[config.mk]
export PLATFORM = sky130hd
export DESIGN_NAME = svr_watchdog_reset
export DESIGN_NICKNAME = d
export VERILOG_FILES = /design/src/rtl/svr_pkg.sv /design/src/rtl/svr_sync_if.sv /design/src/rtl/svr_sync.sv /design/src/rtl/svr_watchdog_reset.sv
export SDC_FILE = /design/constraint.sdc
export NUM_CORES = 1
export LEC_CHECK = 0
export BUFFER_PORTS_ARGS = -buffer_cell sky130_fd_sc_hd__buf_4
export CAP_MARGIN = 10
export CORE_UTILIZATION = 25
export CTS_BUF_LIST = sky130_fd_sc_hd__clkbuf_8
export CTS_CLUSTER_DIAMETER = 80
export DETAILED_ROUTE_END_ITERATION = 7
export SYNTH_ARGS = -nofsm -noshare
export SYNTH_HDL_FRONTEND = slang
export SYNTH_SLANG_ARGS = --single-unit
export TNS_END_PERCENT = 30
[constraint.sdc]
create_clock -name clock -period 7.15 [get_ports clock]
set_input_delay 2.145 -clock clock [delete_from_list [all_inputs] [get_ports clock]]
set_output_delay 2.145 -clock clock [all_outputs]
set_load 0.02 [all_outputs]
[src/rtl/svr_pkg.sv]
// Package for the supervisor watchdog and reset block: register map,
// field positions, reset values, time figures and the reset-control states.
// Assumes a single 20 MHz clock shared by every module of the block.
package svr_pkg;

    // Time base
    localparam longint CLK_HZ          = 20_000_000;
    localparam int     NUM_CH          = 4;            // Channels five to eight

    // Register byte offsets on the AHB-Lite slave
    localparam logic [7:0] OFS_CTRL    = 8'h00;        // Watchdog enable
    localparam logic [7:0] OFS_CAP     = 8'h04;        // Timing capacitor in nF
    localparam logic [7:0] OFS_STATUS  = 8'h08;        // Sticky events, read clears
    localparam logic [7:0] OFS_MASK    = 8'h0C;        // Interrupt mask
    localparam logic [7:0] OFS_STATE   = 8'h10;        // Live state, read only

    // Field positions
    localparam int CTRL_WDOG_EN_BIT    = 0;
    localparam int CAP_W               = 16;
    localparam int EV_WDOG_BIT         = 0;            // Watchdog expired
    localparam int EV_MR_BIT           = 1;            // Manual reset pressed
    localparam int EV_UV_BIT           = 2;            // A channel fell below threshold
    localparam int EV_REL_BIT          = 3;            // Reset output released
    localparam int NUM_EV              = 4;
    localparam int ST_LEVEL_LSB        = 0;            // Four channel levels
    localparam int ST_MR_BIT           = 4;
    localparam int ST_OPEN_BIT         = 5;
    localparam int ST_RESET_BIT        = 6;
    localparam int ST_STARTUP_BIT      = 7;

    // Values after reset
    localparam logic [31:0]       CTRL_RST = 32'h0000_0001;
    localparam logic [CAP_W-1:0]  CAP_RST  = 16'h0000;
    localparam logic [NUM_EV-1:0] MASK_RST = 4'h0;

    // Synchronised pin vector: index map and idle values
    localparam int SYNC_N              = 9;
    localparam int PIN_LEVEL_LSB       = 0;
    localparam int PIN_MR              = 4;
    localparam int PIN_KICK            = 5;
    localparam int PIN_OPEN            = 6;
    localparam int PIN_TSEL            = 7;
    localparam int PIN_MARGIN          = 8;
    localparam logic [SYNC_N-1:0] SYNC_RST = 9'h19F;

    // Timing figures as printed, and their cycle counts
    localparam longint RST_TIMEOUT_MS   = 140;         // Least internal timeout
    localparam longint RST_TIMEOUT_CYC  = (RST_TIMEOUT_MS * CLK_HZ + 999) / 1000;
    localparam longint WDOG_STARTUP_S   = 54;          // Window for first kick
    localparam longint WDOG_STARTUP_CYC = WDOG_STARTUP_S * CLK_HZ;
    localparam longint WDOG_TIMEOUT_MS  = 1000;        // Plain default kick period
    localparam longint WDOG_TIMEOUT_CYC = (WDOG_TIMEOUT_MS * CLK_HZ) / 1000;
    localparam longint SRT_OHMS         = 2_060_000;   // Timeout = SRT_OHMS x C
    localparam longint SRT_CYC_PER_NF   = (SRT_OHMS * CLK_HZ) / 1_000_000_000;

    // Reset-control states, one-hot
    typedef enum logic [2:0] {
        ST_HOLD    = 3'b001,
        ST_STRETCH = 3'b010,
        ST_RUN     = 3'b100
    } svr_state_t;

endpackage

[src/rtl/svr_sync_if.sv]
// Carrier for synchronised pin levels and their edge pulses.
// Assumes producer and consumer run on the same clock.
`timescale 1ns/10ps
`default_nettype none
interface svr_sync_if #(parameter int N = 9);
    logic [N-1:0] level;                 // Synchronised level
    logic [N-1:0] rise;                  // One-cycle rising edge
    logic [N-1:0] fall;                  // One-cycle falling edge
    modport src (output level, output rise, output fall);
    modport dst (input level, input rise, input fall);
endinterface
`default_nettype wire

[src/rtl/svr_sync.sv]
// Two-flop synchroniser bank with edge detection for the supervisor pins.
// Assumes pins are asynchronous to clock; edges are taken after stage two.
`timescale 1ns/10ps
`default_nettype none
module svr_sync #(
    parameter int               N       = 9,
    parameter logic [N-1:0]     RST_VAL = '0
) (
    input  wire logic           clock,   // Block clock
    input  wire logic           sys_rst, // Synchronous reset, active high
    input  wire logic [N-1:0]   pins,    // Raw pin levels
    svr_sync_if.src             sync     // Synchronised levels and edges
);
    logic [N-1:0] stage1;
    logic [N-1:0] stage2;
    logic [N-1:0] stage3;

    // Stage one feeds stage two only, to contain metastability
    always_ff @(posedge clock) begin
        if (sys_rst) begin
            stage1 <= RST_VAL;
            stage2 <= RST_VAL;
            stage3 <= RST_VAL;
        end else begin
            stage1 <= pins;
            stage2 <= stage1;
            stage3 <= stage2;
        end
    end

    // Edges compare the settled stage with its delayed copy
    assign sync.level = stage2;
    assign sync.rise  = stage2 & ~stage3;
    assign sync.fall  = ~stage2 & stage3;
endmodule // svr_sync
`default_nettype wire

[src/rtl/svr_watchdog_reset.sv]
// Digital core of a multivoltage supervisor: reset stretcher, watchdog,
// per-channel fault outputs, margin override, AHB-Lite registers, interrupt.
// Assumes comparator results arrive as asynchronous digital levels.
//
// Design decisions made here: the AHB-Lite register port and the register offsets.
`timescale 1ns/10ps
`default_nettype none

// Functional notes
// - Stuck kick past timeout asserts reset, clears timer
// - Timer clears on reset and any kick edge
// - Startup allows 54 s for first kick
// - Open kick input disables the watchdog
// - Channel fault low while its level is low
// - Manual reset low holds reset asserted
// - Reset held one timeout after manual release
// - Capacitor timeout is 2.06e6 ohms times C
// - Supply-tied select uses internal 140 ms timeout
// - Undervoltage asserts reset, stretched after recovery
// - Margin low forces reset and every fault output high
module svr_watchdog_reset
    import svr_pkg::*;
#(
    parameter int unsigned RST_CYCLES     = 32'(RST_TIMEOUT_CYC),  // Internal timeout
    parameter int unsigned STARTUP_CYCLES = 32'(WDOG_STARTUP_CYC), // First-kick window
    parameter int unsigned WDOG_CYCLES    = 32'(WDOG_TIMEOUT_CYC)  // Kick period
) (
    input  wire logic               clock,            // 20 MHz clock
    input  wire logic               sys_rst,          // Synchronous reset, high
    input  wire logic [NUM_CH-1:0]  level_ok,         // Channels 5..8 above threshold
    input  wire logic               manual_reset_n,   // Manual reset, low active
    input  wire logic               watchdog_kick_in, // Kick level from host
    input  wire logic               kick_open,        // Kick pin left unconnected
    input  wire logic               timeout_select,   // 1: internal, 0: capacitor
    input  wire logic               margin_n,         // Margin, low forces outputs high
    output logic                    reset_n,          // Reset to host, low active
    output logic                    channel5_fault_n, // Channel 5 below threshold
    output logic                    channel6_fault_n, // Channel 6 below threshold
    output logic                    channel7_fault_n, // Channel 7 below threshold
    output logic                    channel8_fault_n, // Channel 8 below threshold
    output logic                    irq,              // Level interrupt
    input  wire logic               hsel,             // AHB select
    input  wire logic [31:0]        haddr,            // AHB address
    input  wire logic [1:0]         htrans,           // AHB transfer type
    input  wire logic               hwrite,           // AHB write
    input  wire logic [2:0]         hsize,            // AHB size
    input  wire logic [31:0]        hwdata,           // AHB write data
    input  wire logic               hready,           // AHB ready in
    output logic                    hreadyout,        // AHB ready out
    output logic                    hresp,            // AHB response
    output logic [31:0]             hrdata            // AHB read data
);
    import svr_pkg::*;

    // Elaboration checks
    if (RST_CYCLES < 1 || STARTUP_CYCLES < 1 || WDOG_CYCLES < 1) begin : g_bad_count
        $error("svr_watchdog_reset: cycle counts must be at least one");
    end

    // Synchronised pins
    svr_sync_if #(.N(SYNC_N)) sync_bus ();
    logic [SYNC_N-1:0] raw_pins;

    assign raw_pins = {margin_n, timeout_select, kick_open, watchdog_kick_in,
                       manual_reset_n, level_ok};

    // All pins pass two flops before any logic reads them
    svr_sync #(
        .N       (SYNC_N),
        .RST_VAL (SYNC_RST)
    ) u_sync (
        .clock   (clock),
        .sys_rst (sys_rst),
        .pins    (raw_pins),
        .sync    (sync_bus)
    );

    wire [NUM_CH-1:0] lvl_s    = sync_bus.level[PIN_LEVEL_LSB +: NUM_CH];
    wire              mr_n_s   = sync_bus.level[PIN_MR];
    wire              open_s   = sync_bus.level[PIN_OPEN];
    wire              tsel_s   = sync_bus.level[PIN_TSEL];
    wire              margin_s = sync_bus.level[PIN_MARGIN];
    wire              kick_edge = sync_bus.rise[PIN_KICK] | sync_bus.fall[PIN_KICK];

    // Registers
    logic [31:0]       ctrl;
    logic [CAP_W-1:0]  cap_nf;
    logic [NUM_EV-1:0] status;
    logic [NUM_EV-1:0] mask;

    // Reset stretcher and watchdog state
    svr_state_t  state;
    svr_state_t  next_state;
    logic [31:0] rst_cnt;
    logic [31:0] next_rst_cnt;
    logic [31:0] wd_cnt;
    logic [31:0] next_wd_cnt;
    logic        startup;

    // Capacitor timeout in cycles; the product fits 32 bits for any 16-bit
    // capacitance, and zero capacitance is bumped to one cycle
    function automatic logic [31:0] cap_cycles(input logic [CAP_W-1:0] nf);
        logic [31:0] prod;
        prod = 32'(nf) * 32'(SRT_CYC_PER_NF);
        return (prod == 32'h0000_0000) ? 32'h0000_0001 : prod;
    endfunction

    // Timeout selection
    wire [31:0] timeout_len = tsel_s ? RST_CYCLES
                                     : cap_cycles(cap_nf);

    // Reset request sources
    wire undervolt = |(~lvl_s);
    wire hold_req  = undervolt | ~mr_n_s;

    // Watchdog gating and expiry
    wire        wd_active = ctrl[CTRL_WDOG_EN_BIT] & ~open_s
                            & (state == ST_RUN);
    wire [31:0] wd_limit  = startup ? STARTUP_CYCLES : WDOG_CYCLES;
    wire        wd_expire = wd_active & (wd_cnt >= wd_limit - 32'h0000_0001);

    // Stretch counting ends after exactly timeout_len cycles in STRETCH
    wire stretch_done = (rst_cnt >= timeout_len - 32'h0000_0001);

    // Next state of the reset controller
    always_comb begin
        next_state = state;
        case (state)
            ST_HOLD: begin
                if (!hold_req) begin
                    next_state = ST_STRETCH;
                end
            end
            ST_STRETCH: begin
                if (hold_req) begin
                    next_state = ST_HOLD;
                end else if (stretch_done) begin
                    next_state = ST_RUN;
                end
            end
            ST_RUN: begin
                if (hold_req) begin
                    next_state = ST_HOLD;
                end else if (wd_expire) begin
                    next_state = ST_STRETCH;
                end
            end
            default: begin
                next_state = ST_STRETCH;
            end
        endcase
    end

    // Counters: stretch counts only while stretching, watchdog clears on
    // reset, any kick edge, its own expiry, or while disabled
    assign next_rst_cnt = (state == ST_STRETCH && !hold_req) ?
                          rst_cnt + 32'h0000_0001 : 32'h0000_0000;
    assign next_wd_cnt  = (!wd_active || kick_edge || wd_expire) ?
                          32'h0000_0000 : wd_cnt + 32'h0000_0001;

    // Controller flops; power-up starts with a full reset timeout
    always_ff @(posedge clock) begin
        if (sys_rst) begin
            state   <= ST_STRETCH;
            rst_cnt <= 32'h0000_0000;
            wd_cnt  <= 32'h0000_0000;
        end else begin
            state   <= next_state;
            rst_cnt <= next_rst_cnt;
            wd_cnt  <= next_wd_cnt;
        end
    end

    // Startup window re-arms whenever reset is asserted, ends on first edge
    always_ff @(posedge clock) begin
        if (sys_rst) begin
            startup <= 1'b1;
        end else if (state != ST_RUN) begin
            startup <= 1'b1;
        end else if (kick_edge) begin
            startup <= 1'b0;
        end
    end

    // Outputs from flops; margin overrides reset_n and every fault output but logic keeps running
    wire                next_reset_n = ~margin_s | (next_state == ST_RUN);
    wire [NUM_CH-1:0]   next_fault_n = lvl_s | {NUM_CH{~margin_s}};

    always_ff @(posedge clock) begin
        if (sys_rst) begin
            reset_n          <= 1'b0;
            channel5_fault_n <= 1'b1;
            channel6_fault_n <= 1'b1;
            channel7_fault_n <= 1'b1;
            channel8_fault_n <= 1'b1;
        end else begin
            reset_n          <= next_reset_n;
            channel5_fault_n <= next_fault_n[0];
            channel6_fault_n <= next_fault_n[1];
            channel7_fault_n <= next_fault_n[2];
            channel8_fault_n <= next_fault_n[3];
        end
    end

    // AHB-Lite address-phase capture; the slave never inserts wait states
    wire        ahb_take  = hsel & hready & htrans[1];
    wire [7:0]  ahb_ofs   = {haddr[7:2], 2'b00};
    wire        hit_ctrl  = (ahb_ofs == OFS_CTRL);
    wire        hit_cap   = (ahb_ofs == OFS_CAP);
    wire        hit_stat  = (ahb_ofs == OFS_STATUS);
    wire        hit_mask  = (ahb_ofs == OFS_MASK);
    wire        hit_state = (ahb_ofs == OFS_STATE);
    wire        in_range  = (haddr[31:8] == 24'h00_0000);

    logic       wr_pend;
    logic [7:0] wr_ofs;

    // Read word formed in the address phase and held through the data phase
    wire [31:0] state_word = {24'h00_0000, startup, reset_n, open_s, mr_n_s, lvl_s};
    wire [31:0] rd_word =
        !in_range ? 32'h0000_0000 :
        hit_ctrl  ? ctrl :
        hit_cap   ? {{(32-CAP_W){1'b0}}, cap_nf} :
        hit_stat  ? {{(32-NUM_EV){1'b0}}, status} :
        hit_mask  ? {{(32-NUM_EV){1'b0}}, mask} :
        hit_state ? state_word : 32'h0000_0000;

    wire rd_status = ahb_take & ~hwrite & in_range & hit_stat;

    always_ff @(posedge clock) begin
        if (sys_rst) begin
            wr_pend <= 1'b0;
            wr_ofs  <= 8'h00;
            hrdata  <= 32'h0000_0000;
        end else begin
            wr_pend <= ahb_take & hwrite & in_range;
            wr_ofs  <= ahb_ofs;
            hrdata  <= (ahb_take & ~hwrite) ? rd_word : hrdata;
        end
    end

    assign hreadyout = 1'b1;
    assign hresp     = 1'b0;

    // Data-phase writes; unmapped offsets and STATUS/STATE writes are dropped
    always_ff @(posedge clock) begin
        if (sys_rst) begin
            ctrl   <= CTRL_RST;
            cap_nf <= CAP_RST;
            mask   <= MASK_RST;
        end else if (wr_pend) begin
            ctrl   <= (wr_ofs == OFS_CTRL) ?
                      {31'h0000_0000, hwdata[CTRL_WDOG_EN_BIT]} : ctrl;
            cap_nf <= (wr_ofs == OFS_CAP)  ? hwdata[CAP_W-1:0] : cap_nf;
            mask   <= (wr_ofs == OFS_MASK) ? hwdata[NUM_EV-1:0] : mask;
        end
    end

    // Events; a new event in the clearing read's cycle survives the clear
    logic [NUM_EV-1:0] events;
    logic [NUM_EV-1:0] next_status;

    always_comb begin
        events              = '0;
        events[EV_WDOG_BIT] = wd_expire;
        events[EV_MR_BIT]   = sync_bus.fall[PIN_MR];
        events[EV_UV_BIT]   = |sync_bus.fall[PIN_LEVEL_LSB +: NUM_CH];
        events[EV_REL_BIT]  = (state != ST_RUN) & (next_state == ST_RUN);
        next_status         = (rd_status ? '0 : status) | events;
    end

    // Sticky status and the masked interrupt level
    always_ff @(posedge clock) begin
        if (sys_rst) begin
            status <= '0;
            irq    <= 1'b0;
        end else begin
            status <= next_status;
            irq    <= |(next_status & mask);
        end
    end

endmodule // svr_watchdog_reset
`default_nettype wire

==> metrics, run 1 <==
crit-path max FO 5; proportion of synthesized area in mux cells 1.64%; Die Area 45000 sq um; total CTS buffers 17; Synth cell types 73; startpoint type of the worst setup path flip-flop; largest family of logic cells by synthesized area adder cells; required time worst endpoint 7.57 ns; final setup violation count 5; Compound-Gate Fraction of Synth Area 13.1%; antenna violations before repair 1; P per Cell Area 111 nW/um^2; failing checks negative setup slack; fin nets 1802; Synth Area in Simple Gates 20.0%; vias in the first global route 9318; final slew viol count 0; Initial Utilization 25.5%; critical path capture point type flip-flop; routed wire length 27.3 mm; Fin. Hold Viols 0; critical path's slowest cell fa_1; Post-Place Worst Slack -0.856 ns; Synth Instances 1288; layout cells sized above 1 26.4%; H-Tree Depth 4; Tcrit/Tclk final 111%; clock network fraction of total power 42.5%; CP Class reg -> reg; Avg Cell Area, Syn 8.57 sq um; Sw Ratio 29.2%; main area contributors after synthesis dfxtp_1 (26%), ha_1 (17%), fa_1 (8.3%); Clock transition at path regs 0.11 ns; combinational power share 5.9%; internal power 1130 uW; max-capacitance violation count 0; Post-synth EDFFs 0; fmax 126 MHz; final std cells w/o fill 2121; Arrival @ worst endpoint 8.34 ns; Wirelength per Cell 12.9 um; grt ovf 0; largest net degree at the start of global routing 74; sequential share of power 51.6%; status finished with violations; GRT Overall Usage 12.3%; CORE AREA 43300 sq um; P_leak 0.00662 uW; CTS sink cnt 146; Clock Skew 0.0186 ns; #FFs+latches synth 146; top_reg_cell synth dfxtp_1; max incr delay on CP 0.53 ns; most used cell along the critical path buf_4; DRT iter0 DRCs 406; drt drc 0; Pre-antenna DRT Iters 5; Synth Area in Adders 25.3%; ANT nets after route 0; global-route wire length before repair 44.8 mm; placed cells 2073; RSZ-0062 raised after global routing true; die width 212 um; worst skew pair latency 0.49 ns; worst vdd ir 153 uV; post-synthesis xor/xnor area fraction 6.89%; Area Growth Syn to Fin 30.8%; Seq/Total Area, Yosys 26.5%; Async S/R FF share, synth 0%; WHS 0.407 ns; worst slew pin tran 0.914 ns; CTS root buf clkbuf_8; Yosys top cell by area dfxtp_1; routability cong. 0.791; minimum clock period 7.92 ns; I/O Pins 123; dpl hpwl 22.0 mm; Ant. Diodes 0; port buffer count 82; mapped cell area 11000 sq um; die height 212 um; CTS tree yes; total vias in the final route 9462; yosys warns 0; DR vias/cell 4.46; # fillers 4483; Min-Delay Path Class reg -> reg; Site Rows 76; Max clock buf depth 2; top cell type's share of synthesized area 26.5%; PnR worst setup slack -0.765 ns; Slew headroom 38.9%; net switching power 468 uW
[worst paths after layout]
path	start	end	slack (ns)	cells after the start
worst max-delay path	cap_nf[7]$_SDFFE_PP0P_	reset_n$_SDFF_PP0_	-0.77	36
worst min-delay path	u_sync.stage1[0]$_SDFF_PP1_	u_sync.sync.level[0]$_SDFF_PP1_	0.41	1
worst max register to register	cap_nf[7]$_SDFFE_PP0P_	reset_n$_SDFF_PP0_	-0.77	36
worst min register to register	u_sync.stage1[0]$_SDFF_PP1_	u_sync.sync.level[0]$_SDFF_PP1_	0.41	1
[layer usage]
metal  track usage (%)  wire (um)
met5                 0          0
met4              3.12        446
met3              2.14        716
met2              21.8      13400
met1              15.4      12700
[metrics by stage]
step                      instance area, sq um  setup TNS, ns  util (%)  total power, uW
after floorplan                          11400       -0.00392         -              904
after CTS                                14100          -3.19      32.5             1630
final                                    14400          -3.32      33.4             1600
after global placement                   13600          -3.40      31.4              939
after global routing                     14400          -5.13      33.4             1670
after detailed placement                 13600          -3.93      31.4              941
[power by group through the flow]
stage / registers (uW) / logic, uW / clock network, uW
2_1_floorplan: 846 / 57.7 / 0
5_1_grt: 828 / 104 / 739
3_5_place_dp: 847 / 93.7 / 0
3_3_place_gp: 847 / 91.6 / 0
4_1_cts: 828 / 93.9 / 703
6_report: 827 / 94.5 / 680
[placed cells by master (no fill, tap or decap), types with 6 or more instances in the layout]
master	count
dfxtp_4	10
nor2b_1	19
and3_1	16
xor2_1	55
or2_2	20
nand3_1	35
dfxtp_1	132
o21ai_0	29
buf_4	255
xnor2_1	28
or3_1	8
nor3_1	23
fa_1	43
ha_1	129
inv_1	110
mux2i_1	17
a22oi_1	18
conb_1	18
nor4_1	14
a21oi_2	12
o21ai_1	6
and4_1	6
a21oi_1	54
a31oi_1	6
ha_4	18
nand4_1	26
nand2_1	111
clkbuf_8	17
a21o_1	19
nor2_1	139
o21a_1	7
[what timing repair did]
item,in CTS,in global routing
endpoints found under the setup margin,5,5
buffers inserted,1,15
gates resized for setup,8,52
hold buffers,0,0
pin swaps,5,36
[registers in the layout (all words and copies together), names as in the netlist, 6 cells and up]
register           cells
wd_cnt                32
hrdata                16
rst_cnt               32
u_sync.stage3          6
u_sync.stage1          9
wr_ofs                 6
cap_nf                16
u_sync.sync.level      9
[cells in the mapped netlist (all sizes together), types with 5 or more instances]
library cell,number
and4,7
inv,113
nor2b,19
nor3,25
o21a,8
a211oi,6
nor4,17
a221oi,5
ha,150
a31oi,7
nand4,26
xnor2,30
a21oi,68
clkbuf,31
xor2,56
nor2,142
a21o,19
nand2,113
dfxtp,146
and2,5
nand2b,5
buf,25
fa,46
and3,17
or2,20
mux2i,17
or3,10
nand3,37
a22oi,20
o21ai,37
[kinds of logic after synthesis]
family / count (synthesis)
XOR/XNOR: 86
buffers and inverters: 170
flip-flops: 146
multiplexers: 18
AND/OR/NAND/NOR: 456
AO/OA/AOI/OAI: 214
other: 2
adder cells (fa/ha/maj): 196
[area by class of cell]
cell class                 count  area, sq um  share of cell area (%)
multi-input combinational    988         7960                    55.1
sequential                   146         2970                    20.5
timing repair buffer         256         1930                    13.3
tap                          585          732                    5.07
inverter                     114          432                    2.99
clock buffer                  17          234                    1.62
clock inverter                15          185                    1.28
[worst max-delay path: cells and delay by family, from the launching register on]
kind            cells  cell delay (ns)
fa+ha+maj           8             2.74
compound gates     10             2.11
simple gates        9             1.36
buf+inv             7             0.94
flops               1             0.40
mux                 1             0.15
xor+xnor            1             0.12
Power figures use the tool's default switching activity.
==> run 2: changes to the inputs <==
- clock period: 7.15 -> 6.9 ns (I/O delays scaled with it)
==> metrics, run 2 (same netlist as run 1, synthesis figures left out) <==
antenna violations before repair 0; flop-to-flop setup slack -0.93 ns; Arrival @ worst endpoint 8.17 ns; Setup TNS Final -4.26 ns; # fillers 4468; final std cells w/o fill 2126; DRT iter0 DRCs 404; CTS tree yes; DR vias/cell 4.49; Ant. Diodes 0; Reg area 2970 sq um; minimum clock period 7.83 ns; vias in the first global route 9411; Hold Startpoint u_sync.stage1[3]$_SDFF_PP1_; largest net degree at the start of global routing 74; Initial Utilization 25.5%; die height 212 um; critical path's slowest cell fa_1; P per Cell Area 113 nW/um^2; Hold EP u_sync.sync.level[3]$_SDFF_PP1_; Clock transition at path regs 0.09 ns; H-Tree Depth 4; critical path capture point type flip-flop; Largest regs rst_cnt: 32 flops, wd_cnt: 32 flops; Slew headroom 35.6%; most used cell along the critical path buf_4; total vias in the final route 9542; footprint of the multi-input gates 7960 sq um; max-capacitance violation count 0; P_leak 0.00666 uW; fin nets 1807; final slew viol count 0; placed cells 2075; Pre-antenna DRT Iters 5; CTS root buf clkbuf_8; ANT nets after route 0; final setup violation count 5; commonest non-fill, non-tap cell in the layout buf_4; Die Area 45000 sq um; routed wire length 27.5 mm; I/O Pins 123; fmax 128 MHz; hold buffer count at cts 0; met3 Use GR 1.71%; Site Rows 76; die width 212 um; Worst R2R Path Depth 31; total CTS buffers 17; R2R Path Start cap_nf[4]$_SDFFE_PP0P_; CORE AREA 43300 sq um; most frequent cells in the layout buf_4 (261), nor2_1 (140), dfxtp_1 (132); grt ovf 0; CTS sink cnt 146; Reg2Reg Capture Point reset_n$_SDFF_PP0_; Area Growth Syn to Fin 30.7%; port buffer count 82; GRT Overall Usage 12.5%; dpl hpwl 21.9 mm; startpoint type of the worst setup path flip-flop; status finished with violations; Hold Path Stages 1; max incr delay on CP 0.55 ns; Wirelength per Cell 13.0 um; worst slew pin tran 0.964 ns; failing checks negative setup slack; GRT busiest layer met2; routability cong. 0.797; RSZ-0062 raised after global routing true; Max clock buf depth 2; GR Util met2 21.8%; layout cells sized above 1 26.6%; crit-path max FO 5; Fin. Hold Viols 0; Clock Skew 0.0109 ns; required time worst endpoint 7.24 ns; M1 GR Usage 15.7%; worst skew pair latency 0.48 ns; PnR worst setup slack -0.929 ns; Min-Delay Path Class reg -> reg; CP Class reg -> reg; Tcrit/Tclk final 113%; drt drc 0; origin of the worst setup path cap_nf[4]$_SDFFE_PP0P_; global-route wire length before repair 45.4 mm; worst vdd ir 155 uV
-- run 2: cell types whose count changed in the layout (fill, tap and decap cells not counted), moves of 3 or more --
cell      previous run  this run
buf_4              255       261
clkinv_8             5         0
inv_1              110       114
clkinv_4             0         3
ha_4                18        15
-- run 2: what timing repair did --
item                       CTS  global route
resized for setup           19            43
setup endpoints to repair    5             5
buffers inserted             3            16
pin swaps                    8            37
-- run 2: critical path, delay by kind of cell, from the launching register on --
| kind | cells | cell delay (ns) |
|---|---|---|
| AND/OR/NAND/NOR | 4 | 0.90 |
| buffers and inverters | 7 | 0.92 |
| XOR/XNOR | 1 | 0.12 |
| adder cells (fa/ha/maj) | 7 | 2.58 |
| AO/OA/AOI/OAI | 12 | 2.75 |
| flip-flops | 1 | 0.41 |
-- run 2: area by class of cell --
cell class              count  area share, %
flip-flops and latches    146           20.6
clock buffers              17           1.62
repair buffers            261           13.6
clock inverters            15           1.02
well taps                 585           5.07
multi-input cells         988           55.2
inverters                 114           2.97
-- run 2: how the worst max path moves through the flow --
stage	endpoint	slack [ns]	cells past startpoint
final	reset_n$_SDFF_PP0_	-0.93	31
after global routing	reset_n$_SDFF_PP0_	-1.26	39
after detailed placement	reset_n$_SDFF_PP0_	-1.15	32
after floorplan	irq$_SDFF_PP0_	-0.25	33
after CTS	reset_n$_SDFF_PP0_	-0.90	35
after global placement	reset_n$_SDFF_PP0_	-1.0	29
-- run 2: metrics by stage --
stage	hold slack, ns	power (uW)	setup WS (ns)	instance area (sq um)	util (%)
finish	0.414	1630	-0.929	14400	33.3
global route	0.425	1690	-1.26	14400	33.3
CTS	0.415	1650	-0.897	14100	32.6
detailed placement	0.394	975	-1.15	13600	31.4
global placement	0.392	973	-0.998	13600	31.4
floorplan	0.389	937	-0.254	11400	-
-- run 2: report_power, final --
| group | internal (uW) | leakage, uW | switching (uW) | total, uW |
|---|---|---|---|---|
| Combinational | 43.9 | 0.00526 | 54.3 | 98.1 |
| Sequential | 849 | 0.00119 | 7.37 | 857 |
| Clock | 296 | 0.000205 | 376 | 672 |
-- run 2: per-layer routing --
layer / part of all wire, % / vias up
li1: - / 4893
met1: 47 / 4499
met2: 49 / 119
met3: 2.2 / 31
met4: 1.8 / 0
met5: 0 / -
==> run 3: changes to the inputs <==
- BUFFER_PORTS_ARGS: -buffer_cell sky130_fd_sc_hd__buf_4 -> -buffer_cell sky130_fd_sc_hd__clkbuf_2
==> metrics, run 3 (same netlist as run 1, synthesis figures left out) <==
Site Rows 76; PnR worst setup slack -0.802 ns; failing checks negative setup slack; total vias in the final route 9597; die width 212 um; status finished with violations; routed wire length 27.2 mm; CTS tree yes; CORE AREA 43300 sq um; Die Area 45000 sq um; Wirelength per Cell 12.7 um; dpl cell area 13400 sq um; R2R Path Start cap_nf[8]$_SDFFE_PP0P_; dpl hpwl 21.8 mm; Area Growth Syn to Fin 30.7%; fmax 130 MHz; Hold Startpoint u_sync.stage1[4]$_SDFF_PP1_; Largest regs rst_cnt: 32 flops, wd_cnt: 32 flops; Arrival @ worst endpoint 8.05 ns; worst vdd ir 136 uV; Hold EP u_sync.sync.level[4]$_SDFF_PP1_; vias in the first global route 9478; Fin. Hold Viols 0; startpoint type of the worst setup path flip-flop; Reg2Reg Capture Point reset_n$_SDFF_PP0_; Tcrit/Tclk final 112%; largest net degree at the start of global routing 74; required time worst endpoint 7.25 ns; final slew viol count 0; Pre-antenna DRT Iters 5; CTS root buf clkbuf_8; Max clock buf depth 2; total CTS buffers 17; die height 212 um; ANT nets after route 0; commonest non-fill, non-tap cell in the layout buf_4; critical path's slowest cell or4b_4; port buffer count 82; worst slew pin tran 0.931 ns; Post-Place Worst Slack -1.15 ns; minimum clock period 7.70 ns; Slew headroom 37.8%; most frequent cells in the layout buf_4 (186), nor2_1 (140), dfxtp_1 (132); design area 14400 sq um; DR vias/cell 4.50; grt ovf 0; Clock Skew 0.0150 ns; critical path capture point type flip-flop; I/O Pins 123; H-Tree Depth 4; Hold Path Stages 1; Setup TNS Final -3.43 ns; hold buffer count at cts 0; CP Class reg -> reg; Worst R2R Path Depth 28; flop-to-flop setup slack -0.80 ns; antenna violations before repair 0; worst skew pair latency 0.49 ns; Ant. Diodes 0; P per Cell Area 114 nW/um^2; max-capacitance violation count 0; WHS 0.415 ns; fin nets 1816; CTS sink cnt 146; GRT Overall Usage 12.6%; P_leak 0.00671 uW; Min-Delay Path Class reg -> reg; Clock transition at path regs 0.10 ns; max incr delay on CP 0.54 ns; layout cells sized above 1 27.7%; drt drc 0; final setup violation count 5; RSZ-0062 raised after global routing true; global-route wire length before repair 45.6 mm; routability cong. 0.817; DRT iter0 DRCs 406; crit-path max FO 6; Initial Utilization 25.5%
==> run 3: layout make-up <==
type / count / area (sq um)
flip-flops and latches: 146 / 2970
multi-input cells: 988 / 8050
clock inverters: 14 / 160
well taps: 585 / 732
fillers: 4483 / 28800
inverters: 114 / 430
clock buffers: 18 / 248
repair buffers: 270 / 1840
==> run 3: layer usage <==
metal  routed length (um)  global-route usage [%]  vias to the layer above
li1                     -                       -                     4908
met1                12300                    15.5                     4515
met2                13500                    21.9                      142
met3                  904                    2.20                       32
met4                  486                    4.00                        0
met5                    0                       0                        -
==> run 3: repair_timing <==
action                                  4_1_cts  5_1_grt
pin swaps                                    47       17
endpoints found under the setup margin        5        5
endpoints found under the hold margin         0        0
resized for setup                            59       17
buffers inserted                             22        4
==> run 3: power by group <==
group | total (uW) | leakage, uW | switching (uW) | internal (uW)
clock network | 697 | 0.000206 | 413 | 284
logic | 88.6 | 0.00531 | 53.9 | 34.7
registers | 857 | 0.00119 | 7.28 | 850
==> run 3: worst max path at each step <==
| stage | slack, ns | to | from | cells past startpoint |
|---|---|---|---|---|
| global placement | -1.04 | reset_n$_SDFF_PP0_ | cap_nf[5]$_SDFFE_PP0P_ | 29 |
| finish | -0.80 | reset_n$_SDFF_PP0_ | cap_nf[8]$_SDFFE_PP0P_ | 28 |
| floorplan | -0.25 | irq$_SDFF_PP0_ | cap_nf[4]$_SDFFE_PP0P_ | 33 |
| global route | -1.11 | reset_n$_SDFF_PP0_ | cap_nf[2]$_SDFFE_PP0P_ | 33 |
| detailed placement | -1.15 | reset_n$_SDFF_PP0_ | cap_nf[5]$_SDFFE_PP0P_ | 32 |
| CTS | -0.83 | reset_n$_SDFF_PP0_ | cap_nf[2]$_SDFFE_PP0P_ | 34 |
==> run 3: through the flow <==
| stage | total power, uW | std cells | util (%) |
|---|---|---|---|
| final | 1640 | 2135 | 33.3 |
| after global routing | 1710 | 2135 | 33.3 |
| after CTS | 1670 | 2131 | 33.0 |
| after global placement | 964 | 2078 | 31.0 |
| after floorplan | 937 | 1304 | - |
| after detailed placement | 966 | 2078 | 31.0 |
==> run 3: worst max-delay path: cells and delay by family, from the launching register on <==
family,cells,cell delay [ns]
AOI/OAI and AO/OA,13,3.10
adders and majority gates,6,2.20
buffers and inverters,4,0.41
DFF,1,0.37
and+or+nand+nor,5,1.47
